`config.mk`:
```
export PLATFORM = sky130hd
export DESIGN_NAME = spoo_six_phase_output
export DESIGN_NICKNAME = d
export VERILOG_FILES = /design/src/core/spoo_pkg.sv /design/src/core/spoo_six_phase_output.sv
export SDC_FILE = /design/constraint.sdc
export NUM_CORES = 1
export LEC_CHECK = 0
export ABC_AREA = 0
export BUFFER_PORTS_ARGS = -buffer_cell sky130_fd_sc_hd__buf_2
export CAP_MARGIN = 20
export CORE_MARGIN = 1
export CORE_UTILIZATION = 59
export CTS_BUF_LIST = sky130_fd_sc_hd__clkbuf_8
export DETAILED_ROUTE_END_ITERATION = 8
export GPL_ROUTABILITY_DRIVEN = 0
export MAX_ROUTING_LAYER = met4
export PLACE_DENSITY = 0.86
export SYNTH_ARGS = -nofsm -noshare
export SYNTH_HDL_FRONTEND = slang
export SYNTH_SLANG_ARGS = --single-unit
```
`constraint.sdc`:
```
create_clock -name sys_clk -period 4.4 [get_ports sys_clk]
set_clock_uncertainty 0.2 [all_clocks]
set_input_delay 0 -clock sys_clk [delete_from_list [all_inputs] [get_ports sys_clk]]
set_output_delay 0 -clock sys_clk [all_outputs]
set_load 0.02 [all_outputs]
```
`src/core/spoo_pkg.sv`:
```
// Package: register map, field positions, reset values and widths of the six-phase output stage
package spoo_pkg;

   // ----------------------------------------------------------------
   // Bus geometry
   // ----------------------------------------------------------------
   localparam int SPOO_ADR_W = 8;
   localparam int SPOO_DAT_W = 32;

   // ----------------------------------------------------------------
   // Register byte offsets
   // ----------------------------------------------------------------
   localparam logic [7:0] SPOO_OFS_SW_PHASE = 8'h00;
   localparam logic [7:0] SPOO_OFS_MODE = 8'h04;
   localparam logic [7:0] SPOO_OFS_OE = 8'h08;
   localparam logic [7:0] SPOO_OFS_TCTL = 8'h0c;
   localparam logic [7:0] SPOO_OFS_DEAD = 8'h10;
   localparam logic [7:0] SPOO_OFS_STAT = 8'h14;

   // ----------------------------------------------------------------
   // Field positions
   // ----------------------------------------------------------------
   localparam int SPOO_BIT_SW_SEL = 7;
   localparam int SPOO_BIT_U_SW = 2;
   localparam int SPOO_BIT_V_SW = 1;
   localparam int SPOO_BIT_W_SW = 0;
   localparam int SPOO_BIT_ACT_LVL = 7;
   localparam int SPOO_BIT_U_POL = 6;
   localparam int SPOO_BIT_V_POL = 5;
   localparam int SPOO_BIT_W_POL = 4;
   localparam int SPOO_BIT_PIN_OE = 0;
   localparam int SPOO_BIT_CNT_EN = 15;
   localparam int SPOO_STAT_LVL_LSB = 0;
   localparam int SPOO_STAT_EN_LSB = 6;
   localparam int SPOO_STAT_FF_LSB = 12;

   // ----------------------------------------------------------------
   // Reset values and widths
   // ----------------------------------------------------------------
   localparam logic [7:0] SPOO_RST_SW_PHASE = 8'h00;
   localparam logic [3:0] SPOO_RST_MODE = 4'h0;
   localparam logic SPOO_RST_OE = 1'b0;
   localparam logic SPOO_RST_CNT_EN = 1'b0;
   localparam int SPOO_DEAD_W = 8;
   localparam logic [7:0] SPOO_RST_DEAD = 8'h00;
   localparam int SPOO_PHASES = 3;

endpackage : spoo_pkg

```
`src/core/spoo_six_phase_output.sv`:
```
// Module: six-phase PWM output selection stage with software override and Wishbone register slave
//
// The register offsets and register access over Wishbone were left to the implementer.

// Notes on behaviour
// RL1 - V value 0: V positive inactive; V negative active unless polarity inverts it.
// RL2 - V value 1: V positive active; V negative inactive unless polarity bit is 1.
// RL3 - W value at bit 0 maps onto the W pair exactly like V.
// RL4 - Software W value changes pass through dead-time insertion like timer edges.
// RL5 - Each phase comes from the compare flip-flop or the software value, by select.
// RL6 - Software output, when selected, wins over timer output on all six pins.
// RL7 - After select clears with timer running, software levels hold until next compare event.
// RL8 - Select cleared while count enable is 0 stops driving all six pins.
// RL9 - Selecting software with U value 0 takes U positive low at next update point; the code drives it inactive, high when active level is 0.
// RL10 - Output enable 0 puts pins in high impedance regardless of other bits.
// RL11 - Enabled: idle when select and count enable 0, else timer or software output.
// RL12 - Pin enable at bit 0; select bit 7, U value bit 2 of software register.
// RL13 - Count enable sits at bit 15 of the timer control register.
// RL14 - Mode register: active level bit 7, U/V/W negative polarity bits 6/5/4.
// RL15 - Select 0 means timer output, 1 software; writes to values move the pins.
// RL16 - U value maps to the U pair like V, with its own polarity bit.
// RL17 - After reset select, values and enable are 0: pins float, timer selected.
module spoo_six_phase_output
   import spoo_pkg::*;
(
   input wire logic sys_clk, // Timer base clock
   input wire logic rst_n, // Asynchronous reset, active low
   input wire logic wb_cyc_i, // Wishbone cycle
   input wire logic wb_stb_i, // Wishbone strobe
   input wire logic wb_we_i, // Wishbone write enable
   input wire logic [spoo_pkg::SPOO_ADR_W-1:0] wb_adr_i, // Wishbone byte address
   input wire logic [3:0] wb_sel_i, // Wishbone byte selects
   input wire logic [spoo_pkg::SPOO_DAT_W-1:0] wb_dat_i, // Wishbone write data
   output logic [spoo_pkg::SPOO_DAT_W-1:0] wb_dat_o, // Wishbone read data
   output logic wb_ack_o, // Wishbone acknowledge
   input wire logic [2:0] cmp_set, // Compare-match set pulses, U/V/W in bits 2/1/0
   input wire logic [2:0] cmp_reset, // Compare-match reset pulses, U/V/W in bits 2/1/0
   output logic count_enable, // Count enable to the up/down counter
   output logic u_pos_out, // U positive pin level
   output logic u_pos_oe, // U positive pin drive enable
   output logic u_neg_out, // U negative pin level
   output logic u_neg_oe, // U negative pin drive enable
   output logic v_pos_out, // V positive pin level
   output logic v_pos_oe, // V positive pin drive enable
   output logic v_neg_out, // V negative pin level
   output logic v_neg_oe, // V negative pin drive enable
   output logic w_pos_out, // W positive pin level
   output logic w_pos_oe, // W positive pin drive enable
   output logic w_neg_out, // W negative pin level
   output logic w_neg_oe // W negative pin drive enable
);
   import spoo_pkg::*;

   // ----------------------------------------------------------------
   // Decoding helpers
   // ----------------------------------------------------------------
   function automatic logic spoo_hit(input logic [SPOO_ADR_W-1:0] adr, input logic [7:0] ofs);
      spoo_hit = (adr[7:2] == ofs[7:2]);
   endfunction : spoo_hit

   // Pair levels: positive follows the phase, negative is its complement unless polarity is set
   function automatic logic [1:0] spoo_pair(input logic ph, input logic act, input logic pol);
      logic pos;
      pos = ph ? act : ~act;
      spoo_pair = {pol ? pos : ~pos, pos};
   endfunction : spoo_pair

   // ----------------------------------------------------------------
   // Registers
   // ----------------------------------------------------------------
   logic sw_output_select;
   logic [2:0] sw_value; // U/V/W in bits 2/1/0
   logic active_level;
   logic [2:0] neg_polarity; // U/V/W in bits 2/1/0
   logic pin_output_enable;
   logic [SPOO_DEAD_W-1:0] dead_time;
   logic [2:0] phase_ff;
   logic [5:0] pin_lvl;
   logic [5:0] pin_en;
   logic bus_req;
   logic wr_en;
   logic [SPOO_DAT_W-1:0] next_rdata;

   assign bus_req = wb_cyc_i & wb_stb_i & ~wb_ack_o;
   assign wr_en = bus_req & wb_we_i;

   // ----------------------------------------------------------------
   // Bus acknowledge: one wait state, every address answered
   // ----------------------------------------------------------------
   always_ff @(posedge sys_clk or negedge rst_n) begin
      if (!rst_n) begin
         wb_ack_o <= 1'b0;
      end else begin
         wb_ack_o <= bus_req;
      end
   end

   // ----------------------------------------------------------------
   // Software phase register
   // ----------------------------------------------------------------
   always_ff @(posedge sys_clk or negedge rst_n) begin
      if (!rst_n) begin
         sw_output_select <= SPOO_RST_SW_PHASE[SPOO_BIT_SW_SEL]; // [RL17]
         sw_value <= SPOO_RST_SW_PHASE[2:0]; // [RL17]
      end else if (wr_en && spoo_hit(wb_adr_i, SPOO_OFS_SW_PHASE) && wb_sel_i[0]) begin
         sw_output_select <= wb_dat_i[SPOO_BIT_SW_SEL]; // [RL12] [RL15]
         sw_value[2] <= wb_dat_i[SPOO_BIT_U_SW]; // [RL12]
         sw_value[1] <= wb_dat_i[SPOO_BIT_V_SW];
         sw_value[0] <= wb_dat_i[SPOO_BIT_W_SW]; // [RL3]
      end
   end

   // ----------------------------------------------------------------
   // Output mode register
   // ----------------------------------------------------------------
   always_ff @(posedge sys_clk or negedge rst_n) begin
      if (!rst_n) begin
         active_level <= SPOO_RST_MODE[3];
         neg_polarity <= SPOO_RST_MODE[2:0];
      end else if (wr_en && spoo_hit(wb_adr_i, SPOO_OFS_MODE) && wb_sel_i[0]) begin
         active_level <= wb_dat_i[SPOO_BIT_ACT_LVL]; // [RL14]
         neg_polarity[2] <= wb_dat_i[SPOO_BIT_U_POL]; // [RL14]
         neg_polarity[1] <= wb_dat_i[SPOO_BIT_V_POL];
         neg_polarity[0] <= wb_dat_i[SPOO_BIT_W_POL];
      end
   end

   // ----------------------------------------------------------------
   // Output enable and timer control registers
   // ----------------------------------------------------------------
   always_ff @(posedge sys_clk or negedge rst_n) begin
      if (!rst_n) begin
         pin_output_enable <= SPOO_RST_OE; // [RL17]
      end else if (wr_en && spoo_hit(wb_adr_i, SPOO_OFS_OE) && wb_sel_i[0]) begin
         pin_output_enable <= wb_dat_i[SPOO_BIT_PIN_OE]; // [RL12]
      end
   end

   always_ff @(posedge sys_clk or negedge rst_n) begin
      if (!rst_n) begin
         count_enable <= SPOO_RST_CNT_EN;
      end else if (wr_en && spoo_hit(wb_adr_i, SPOO_OFS_TCTL) && wb_sel_i[1]) begin
         count_enable <= wb_dat_i[SPOO_BIT_CNT_EN]; // [RL13]
      end
   end

   always_ff @(posedge sys_clk or negedge rst_n) begin
      if (!rst_n) begin
         dead_time <= SPOO_RST_DEAD;
      end else if (wr_en && spoo_hit(wb_adr_i, SPOO_OFS_DEAD) && wb_sel_i[0]) begin
         dead_time <= wb_dat_i[SPOO_DEAD_W-1:0];
      end
   end

   // ----------------------------------------------------------------
   // Read data
   // ----------------------------------------------------------------
   always_comb begin
      next_rdata = '0;
      if (spoo_hit(wb_adr_i, SPOO_OFS_SW_PHASE)) begin
         next_rdata[SPOO_BIT_SW_SEL] = sw_output_select;
         next_rdata[SPOO_BIT_U_SW] = sw_value[2];
         next_rdata[SPOO_BIT_V_SW] = sw_value[1];
         next_rdata[SPOO_BIT_W_SW] = sw_value[0];
      end else if (spoo_hit(wb_adr_i, SPOO_OFS_MODE)) begin
         next_rdata[SPOO_BIT_ACT_LVL] = active_level;
         next_rdata[SPOO_BIT_U_POL] = neg_polarity[2];
         next_rdata[SPOO_BIT_V_POL] = neg_polarity[1];
         next_rdata[SPOO_BIT_W_POL] = neg_polarity[0];
      end else if (spoo_hit(wb_adr_i, SPOO_OFS_OE)) begin
         next_rdata[SPOO_BIT_PIN_OE] = pin_output_enable;
      end else if (spoo_hit(wb_adr_i, SPOO_OFS_TCTL)) begin
         next_rdata[SPOO_BIT_CNT_EN] = count_enable;
      end else if (spoo_hit(wb_adr_i, SPOO_OFS_DEAD)) begin
         next_rdata[SPOO_DEAD_W-1:0] = dead_time;
      end else if (spoo_hit(wb_adr_i, SPOO_OFS_STAT)) begin
         next_rdata[SPOO_STAT_LVL_LSB +: 6] = pin_lvl;
         next_rdata[SPOO_STAT_EN_LSB +: 6] = pin_en;
         next_rdata[SPOO_STAT_FF_LSB +: 3] = phase_ff;
      end
   end

   always_ff @(posedge sys_clk or negedge rst_n) begin
      if (!rst_n) begin
         wb_dat_o <= '0;
      end else if (bus_req && !wb_we_i) begin
         wb_dat_o <= next_rdata;
      end
   end

   // ----------------------------------------------------------------
   // Per-phase output path
   // ----------------------------------------------------------------
   genvar p;
   generate
      for (p = 0; p < SPOO_PHASES; p++) begin : g_phase
         logic [SPOO_DEAD_W:0] dead_cnt;
         logic ff_prev;
         logic [1:0] lvl;

         // Phase flip-flop: software value overrides; otherwise only compare events move it,
         // so levels left by software stay until the first set or reset after select clears
         always_ff @(posedge sys_clk or negedge rst_n) begin
            if (!rst_n) begin
               phase_ff[p] <= 1'b0;
            end else if (sw_output_select) begin
               phase_ff[p] <= sw_value[p]; // [RL5] [RL6] [RL9] [RL15]
            end else if (cmp_set[p]) begin
               phase_ff[p] <= 1'b1; // [RL5] [RL7]
            end else if (cmp_reset[p]) begin
               phase_ff[p] <= 1'b0; // [RL7]
            end
         end

         // Dead time: every edge of the phase, software or timer, parks both pins inactive
         // for dead_time+2 cycles before the new level is let through
         always_ff @(posedge sys_clk or negedge rst_n) begin
            if (!rst_n) begin
               ff_prev <= 1'b0;
               dead_cnt <= '0;
            end else begin
               ff_prev <= phase_ff[p];
               if (ff_prev != phase_ff[p]) begin
                  dead_cnt <= {1'b0, dead_time} + 1'b1; // [RL4]
               end else if (dead_cnt != '0) begin
                  dead_cnt <= dead_cnt - 1'b1;
               end
            end
         end

         always_comb begin
            lvl = spoo_pair(phase_ff[p], active_level, neg_polarity[p]); // [RL1] [RL2] [RL3] [RL16]
            if ((ff_prev != phase_ff[p]) || (dead_cnt != '0)) begin
               lvl = {~active_level, ~active_level}; // [RL4]
            end
         end

         always_ff @(posedge sys_clk or negedge rst_n) begin
            if (!rst_n) begin
               pin_lvl[2*p +: 2] <= 2'h0;
               pin_en[2*p +: 2] <= 2'h0;
            end else begin
               pin_lvl[2*p +: 2] <= lvl;
               // Drive only when enabled and either software or the running timer owns the pin
               pin_en[2*p +: 2] <= {2{pin_output_enable & (sw_output_select | count_enable)}}; // [RL8] [RL10] [RL11]
            end
         end
      end
   endgenerate

   // ----------------------------------------------------------------
   // Pin outputs: pair index 0 is W, 1 is V, 2 is U
   // ----------------------------------------------------------------
   assign w_pos_out = pin_lvl[0];
   assign w_neg_out = pin_lvl[1];
   assign v_pos_out = pin_lvl[2];
   assign v_neg_out = pin_lvl[3];
   assign u_pos_out = pin_lvl[4];
   assign u_neg_out = pin_lvl[5];
   assign w_pos_oe = pin_en[0];
   assign w_neg_oe = pin_en[1];
   assign v_pos_oe = pin_en[2];
   assign v_neg_oe = pin_en[3];
   assign u_pos_oe = pin_en[4];
   assign u_neg_oe = pin_en[5];

endmodule : spoo_six_phase_output

```
==> results of run 1 <==
==> cells in the mapped netlist, types with 2 or more instances <==
cell / number / share of area, %
dfrtp_1: 72 / 47
nand2_1: 49 / 4.8
nor2_1: 30 / 3.0
buf_4: 24 / 4.7
xnor2_1: 20 / 4.6
a21oi_1: 19 / 2.5
mux2_2: 19 / 5.6
mux2i_1: 14 / 3.7
xor2_1: 12 / 2.8
clkbuf_1: 11 / 1.1
o21ai_0: 11 / 1.4
inv_1: 10 / 0.99
nand3_1: 10 / 1.3
o22ai_1: 8 / 1.3
nor3_1: 6 / 0.79
a31oi_1: 5 / 0.82
nor4_1: 5 / 0.82
ha_1: 4 / 1.3
nand2b_1: 4 / 0.66
or3_1: 4 / 0.66
or4_4: 4 / 1.2
nand4_1: 3 / 0.49
o31a_1: 3 / 0.69
or3b_2: 3 / 0.69
a211oi_1: 2 / 0.39
a221o_1: 2 / 0.53
and3_1: 2 / 0.33
buf_6: 2 / 0.59
nand3b_1: 2 / 0.39
nor3_2: 2 / 0.53
nor4b_1: 2 / 0.46
o311ai_0: 2 / 0.46
o31ai_1: 2 / 0.39
or4_1: 2 / 0.39
==> report_power, final <==
| part | internal (mW) | switching, mW | total, mW | leakage [nW] |
|---|---|---|---|---|
| combinational | 0.216 | 0.243 | 0.459 | 1.12 |
| clock | 0.194 | 0.248 | 0.442 | 0.0872 |
| sequential | 0.747 | 0.0940 | 0.841 | 0.919 |
| total | 1.16 | 0.585 | 1.74 | 2.13 |
==> sequential cells by signal, indices dropped and copies added, names as in the netlist <==
signal and flops:
u_pos_oe 1, dead_time 8, v_neg_out 1, w_neg_out 1
g_phase.dead_cnt 27, neg_polarity 3, count_enable 1, v_pos_out 1
phase_ff 3, active_level 1, pin_output_enable 1, u_pos_out 1
wb_ack_o 1, wb_dat_o 13, u_neg_out 1, sw_value 3
g_phase.ff_prev 3, sw_output_select 1, w_pos_out 1
==> stage by stage <==
step	cell area, µm²	util (%)	instances	hold slack (ns)
after floorplan	3870	-	394	-0.496
after global placement	4010	66.2	490	-0.0943
after detailed placement	4010	66.2	490	-0.0897
after CTS	4480	73.8	536	0.00999
after global routing	4480	73.8	536	0.0672
final	4480	73.8	536	0.0448
==> worst register-to-register path, stage by stage, from the launching register on <==
cell and delay [ns]:
dfrtp_1 0.40, nand3b_1 0.20, dlygate4sd3_1 0.58, inv_1 0.13, nand3_1 0.15, nor4b_2 0.58
mux2_2 0.40
==> metal layers <==
metal	vias up	share of wire [%]	track usage [%]
met2	122	51	49.0
li1	1433	-	-
met1	1552	42	38.1
met3	22	5.1	5.60
met5	-	0	-
met4	0	1.9	12.3
==> final cells by class <==
| cell class | instances | share of cell area (%) |
|---|---|---|
| Clock inverter | 6 | 0.671 |
| Sequential cell | 72 | 40.3 |
| Multi-Input combinational cell | 274 | 39.7 |
| Clock buffer | 9 | 2.77 |
| Inverter | 10 | 0.839 |
| Timing Repair Buffer | 90 | 13.6 |
| Tap cell | 75 | 2.10 |
==> logic make-up (layout without fill, tap and decap cells) <==
logic type	after synthesis	after routing	share of synthesized area (%)
mux	34	34	9.89
fa+ha+maj	4	4	1.31
compound gates	55	55	8.74
buf+inv	48	115	7.52
simple gates	133	133	17.8
other cells	1	16	0.0984
xor+xnor	32	32	7.36
flops	72	72	47.3
==> worst paths after layout <==
check,cells after the start,to,startpoint,slack [ns]
min in group asynchronous,2,g_phase[2].dead_cnt[6],rst_n,0.05
worst max-delay path,6,neg_polarity[1],wb_ack_o,1.63
worst min register to register,2,wb_dat_o[5],wb_dat_o[5],0.29
worst max register to register,6,neg_polarity[1],wb_ack_o,1.63
worst min-delay path,3,wb_dat_o[1],wb_adr_i[4],0.04
max in group asynchronous,3,g_phase[0].dead_cnt[0],rst_n,2.95
==> run metrics, run 1 <==
status=finished, final reports clean; critical path class=flop to flop; Final ANT Viol Nets=0; worst rel slew slack=48.7%; Buf/Inv on CP=2; dpl ws=about 2.2 ns; CP max-delay cell=dlygate4sd3_1; final setup violation count=0; routed len/inst=roughly 17 µm; Root Driver=clkbuf_8; fmax=0.361 GHz; full die area=just under 7000 µm²; TritonCTS clock tree=done; synthesized flop and latch total=a little over 70; dpl hpwl=5780 µm; layout cells sized above 1=between 20% and 30%; TNS Setup=0 ns; Critical Path RT=between 4 and 5 ns; flip-flop and latch area=1800 µm²; vias per cell=a little under 6; CP Max Fanout=4; Post-CTS Setup Repair Bufs=0; number of global-route vias before repair=~3k; Die X=between 80 and 90 µm; power per cell area=between 300 and 400 nW/µm²; TritonCTS Buffers=9; crit path DAT=roughly 2.8 ns; Gate Count Post-Synth=between 300 and 400; worst skew pair latency=~0.35 ns; DRT Pass-1 Iters=4; first-pass GRT wire length=~15000 µm; asr flop ratio synth=100%; gr ovfl total=0; Slew Viols, Final=0; commonest non-fill, non-tap cell in the layout=dfrtp_1; VDD IR-drop max=265 µV; Worst-path clk slew=0.09 ns; ANT cells=0; Ports=101; startpoint types=flop; initial antenna violation count=0; Starting Density=between 60% and 70%; worst-path cell chain=nand3b_1, dlygate4sd3_1, inv_1, nand3_1, nor4b_2, mux2_2; Warnings, synthesis=0; top_reg_cell synth=dfrtp_1; HP Class=input port to flop; gr usage total=30.5%; Core ar.=6060 µm²; die height=a little over 80 µm; Critical Path Sink Type=flop; initial drt markers=roughly 180; Clock Sinks=72; Crit path max-delay family=simple AND/OR/NAND/NOR gates; P_leak=2.13 nW; most frequent cells in the layout=72 x dfrtp_1, 57 x buf_2, 49 x nand2_1; Worst-Margin Slew=~0.77 ns; largest net degree at the start of global routing=40; crit share post-route=a little over three fifths; Fillers=388; area taken by multi-input logic gates=around 1800 µm²; mapped cell area=between 3000 and 4000 µm²; WL final=just over 9000 µm; Final nets=~520; vias=around 3.1k; total power=around 1.7 mW; largest stage delay on the critical path=~0.58 ns; CTS Buffer Depth=2; Remaining DRCs=0; Period minus WS final=roughly 2.8 ns; Netlist cell types=between 40 and 50; fin worst setup slack=1.63 ns; Area Overhead vs Synth=17.5%; Resized cells post-CTS=0; # hold bufs at CTS=31; H-tree depth=3; Mapped Avg Cell Area=slightly above 10 µm²; FP Rows=28; I/O Buffers=57; sequential share of the synthesized area=47.3%; number of synthesized flops with an enable pin=0; RSZ-0062 raised after global routing=false; Final Hold Vio Count=0; # Max-Cap Violations=0
(Power assumes the default switching activity.)
==> run 2, diff against run 1 <==
--- a/config.mk
+++ b/config.mk
@@ -5,16 +5,16 @@
 export SDC_FILE = /design/constraint.sdc
 export NUM_CORES = 1
 export LEC_CHECK = 0
-export ABC_AREA = 0
+export ABC_AREA = 1
 export BUFFER_PORTS_ARGS = -buffer_cell sky130_fd_sc_hd__buf_2
 export CAP_MARGIN = 20
 export CORE_MARGIN = 1
-export CORE_UTILIZATION = 59
+export CORE_UTILIZATION = 56
 export CTS_BUF_LIST = sky130_fd_sc_hd__clkbuf_8
 export DETAILED_ROUTE_END_ITERATION = 8
 export GPL_ROUTABILITY_DRIVEN = 0
 export MAX_ROUTING_LAYER = met4
-export PLACE_DENSITY = 0.86
+export PLACE_DENSITY = 0.81
 export SYNTH_ARGS = -nofsm -noshare
 export SYNTH_HDL_FRONTEND = slang
 export SYNTH_SLANG_ARGS = --single-unit
==> constraint.sdc (replaced) <==
create_clock -name sys_clk -period 2.7 [get_ports sys_clk]
set_clock_uncertainty 0.2 [all_clocks]
set_input_delay 0 -clock sys_clk [delete_from_list [all_inputs] [get_ports sys_clk]]
set_output_delay 0 -clock sys_clk [all_outputs]
set_load 0.02 [all_outputs]
==> run 2 against run 1 <==
  * The flow now finishes with violations (negative hold slack)
  * Clock power increased by 140%
  * Hold slack got worse by 0.052 ns
  * Total power grew 63%
  * Sequential cell count is the same
  * Worst setup slack worse by 1.5 ns
  * Cell count increased by 38%
  * Design area rose by 12%
  * Routed wire length grew 16%
  * Via count rose by 24%
  * Sequential share of layout area shrank 4.4 points
  * Critical path depth increased by 4
  * Sequential power up 47%
  * Critical path type is now input port to flop
  * Largest cell class is now multi-input gates
  * Largest power group unchanged
  * Highest routed layer unchanged
==> run metrics, run 2 <==
status=finished, violations left; violated checks=negative hold slack; area taken by multi-input logic gates=1950 µm² (+9.9%); DRT Pass-1 Iters=5 (+1); initial antenna violation count=0 (unchanged); CP endpoint=pin_output_enable; max reg flops=27 (unchanged); Top Metal Used=met4; synth top area cells=dfrtp_1 43%, nand2_1 14%, nor2_1 5.3%, buf_4 4.8%, inv_1 4.8%; cell with the most instances after synthesis=nand2_1; Netlist cell types=37 (-14%); Final ANT Viol Nets=0 (unchanged); flip-flop and latch area=1800 µm² (unchanged); P_leak=2.56 nW (+20%); Clock Sinks=72 (unchanged); Fillers=550 (+42%); H-tree depth=3 (unchanged); sequential share of the synthesized area=43.1% (-4.2 points); initial drt markers=238 (+31%); most frequent cells in the layout=156 x nand2_1, 72 x dfrtp_1, 59 x nor2_1; synthesized flop and latch total=72 (unchanged); worst skew pair latency=0.35 ns (about the same); CP Max Fanout=4 (unchanged); top_reg_cell synth=dfrtp_1; FP Rows=31 (+11%); number of global-route vias before repair=3728 (+25%); I/O Buffers=57 (unchanged); Root Driver=clkbuf_8; Warnings, synthesis=0 (unchanged); VDD IR-drop max=393 µV (+48%); Period minus WS final=2.54 ns; RR Startpoint=wb_ack_o; Setup crit start=wb_stb_i; Final nets=695 (+35%); critical path class=input port to flop; TritonCTS clock tree=done; Area Overhead vs Synth=20.1%; crit share post-route=a little over nine tenths; asr flop ratio synth=100% (unchanged); post-layout util=69.2% (-4.7 points); Remaining DRCs=0 (unchanged); Post-synth top cells=156 x nand2_1, 72 x dfrtp_1, 59 x nor2_1; WL met1=4410 µm (+15%); commonest non-fill, non-tap cell in the layout=nand2_1; Core ar.=7250 µm² (+20%); final setup violation count=0 (unchanged); routed wl met2=5390 µm (+14%); final hold slack=-0.00698 ns (-0.0518 ns); gr ovfl total=0 (unchanged); Starting Density=57.6% (-5.2 points); Worst-path clk slew=0.08 ns (about the same); mapped cell area=4180 µm² (+9.7%); fmax=between 0.3 and 0.4 GHz; Die X=88.4 µm (+7.3%); flop-to-flop setup slack=0.62 ns (-1.01 ns); Resized cells post-CTS=0 (unchanged); TritonCTS Buffers=9 (unchanged); crit path DAT=2.58 ns (-0.22 ns); WL final=10700 µm (+16%); largest net degree at the start of global routing=73 (+83%); die height=88.4 µm (+7.3%); full die area=7810 µm² (+15%); vias=3888 (+24%); gr usage total=30.7% (+0.25 points); Biggest register=g_phase.dead_cnt; startpoint types=input port; # Max-Cap Violations=0 (unchanged); Ports=101 (unchanged); Gate Count Post-Synth=548 (+45%); layout cells sized above 1=19.5% (-2.8 points); ANT cells=0 (unchanged); Critical R2R Capture=wb_dat_o[15]; CTS Buffer Depth=2 (unchanged); largest registers=g_phase.dead_cnt: 27 flops, wb_dat_o: 13 flops, dead_time: 8 flops; power per cell area=567 nW/µm² (+46%); TNS Setup=0 ns (unchanged); Mapped Avg Cell Area=7.63 µm² (-24%); number of synthesized flops with an enable pin=0 (unchanged); dpl hpwl=6880 µm (+19%); Yosys top cell area share=43.1% (-4.2 points); Critical Path RT=2.74 ns (-1.69 ns); Slew Viols, Final=0 (unchanged); worst r2r path cells=6 (unchanged); first-pass GRT wire length=17400 µm (+19%); Critical Path Sink Type=flop; HP Class=input port to async pin; Final Hold Vio Count=2 (+2); vias per cell=5.25 (-10%); routed len/inst=14.4 µm (-16%); RSZ-0062 raised after global routing=false; Synth area leader=dfrtp_1; met3 WL=505 µm (+7.2%)
## run 2: cell type report
cell class	count	area share [%]
clock inverter	6	2.14
sequential	72	35.9
clock buffer	10	2.74
multi-input combinational	395	38.9
timing repair buffer	92	12.8
inverter	66	4.99
tap	99	2.47
## run 2: worst max-delay path, stage by stage
cell           delay, ns
dlygate4sd3_1       0.52
buf_2               0.11
nand2_1             0.05
dlygate4sd3_1       0.56
nor2_1              0.16
and3_4              0.25
dlygate4sd3_1       0.59
nand3_1             0.14
nand2_1             0.11
o21ai_1             0.08
## run 2: cells by family after synthesis
family                     share of synthesized area, %
xor gates and xnor gates                           2.69
buffers and inverters                              11.5
DFF                                                43.1
AOI/OAI and AO/OA                                  10.1
and+or+nand+nor                                    31.3
adders and majority gates                          1.20
other                                            0.0897
## run 2: worst min-delay path by stage
stage                     cells after the start  start                     end  slack, ns
after global placement                        2  rst_n  g_phase[2].dead_cnt[6]      -0.14
after floorplan                               0  rst_n            active_level      -0.50
final                                         3  rst_n  g_phase[2].dead_cnt[6]     -0.007
after CTS                                     3  rst_n  g_phase[2].dead_cnt[6]       0.02
after detailed placement                      2  rst_n  g_phase[2].dead_cnt[6]      -0.14
after global routing                          3  rst_n  g_phase[2].dead_cnt[6]       0.05
## run 2: power breakdown
part | internal, mW | switching (mW)
combinational | 0.206 | 0.353
sequential | 1.16 | 0.0809
clock | 0.636 | 0.408
total | 2.01 | 0.842
## run 2: timing repair
item | 4_1_cts | 5_1_grt
endpoints found under the hold margin | 106 | 0
hold buffers | 34 | 0
setup buffers | 0 | 1
setup endpoints to repair | 0 | 8
## run 2: per-layer routing
metal | vias to the layer above | track usage, %
met3 | 35 | 3.92
met2 | 152 | 51.0
met5 | - | -
li1 | 1861 | -
met4 | 0 | 15.2
met1 | 1840 | 37.0
## run 2: through the flow
stage	power (mW)	hold WS (ns)	instance area (µm²)	setup WS, ns	instances
3_5_place_dp	1.78	-0.142	4440	0.924	690
5_1_grt	2.99	0.0548	5020	0.108	740
2_1_floorplan	1.65	-0.496	4240	1.14	563
4_1_cts	2.85	0.0203	5020	0.138	740
3_3_place_gp	1.75	-0.142	4440	0.970	690
6_report	2.85	-0.00698	5020	0.156	740
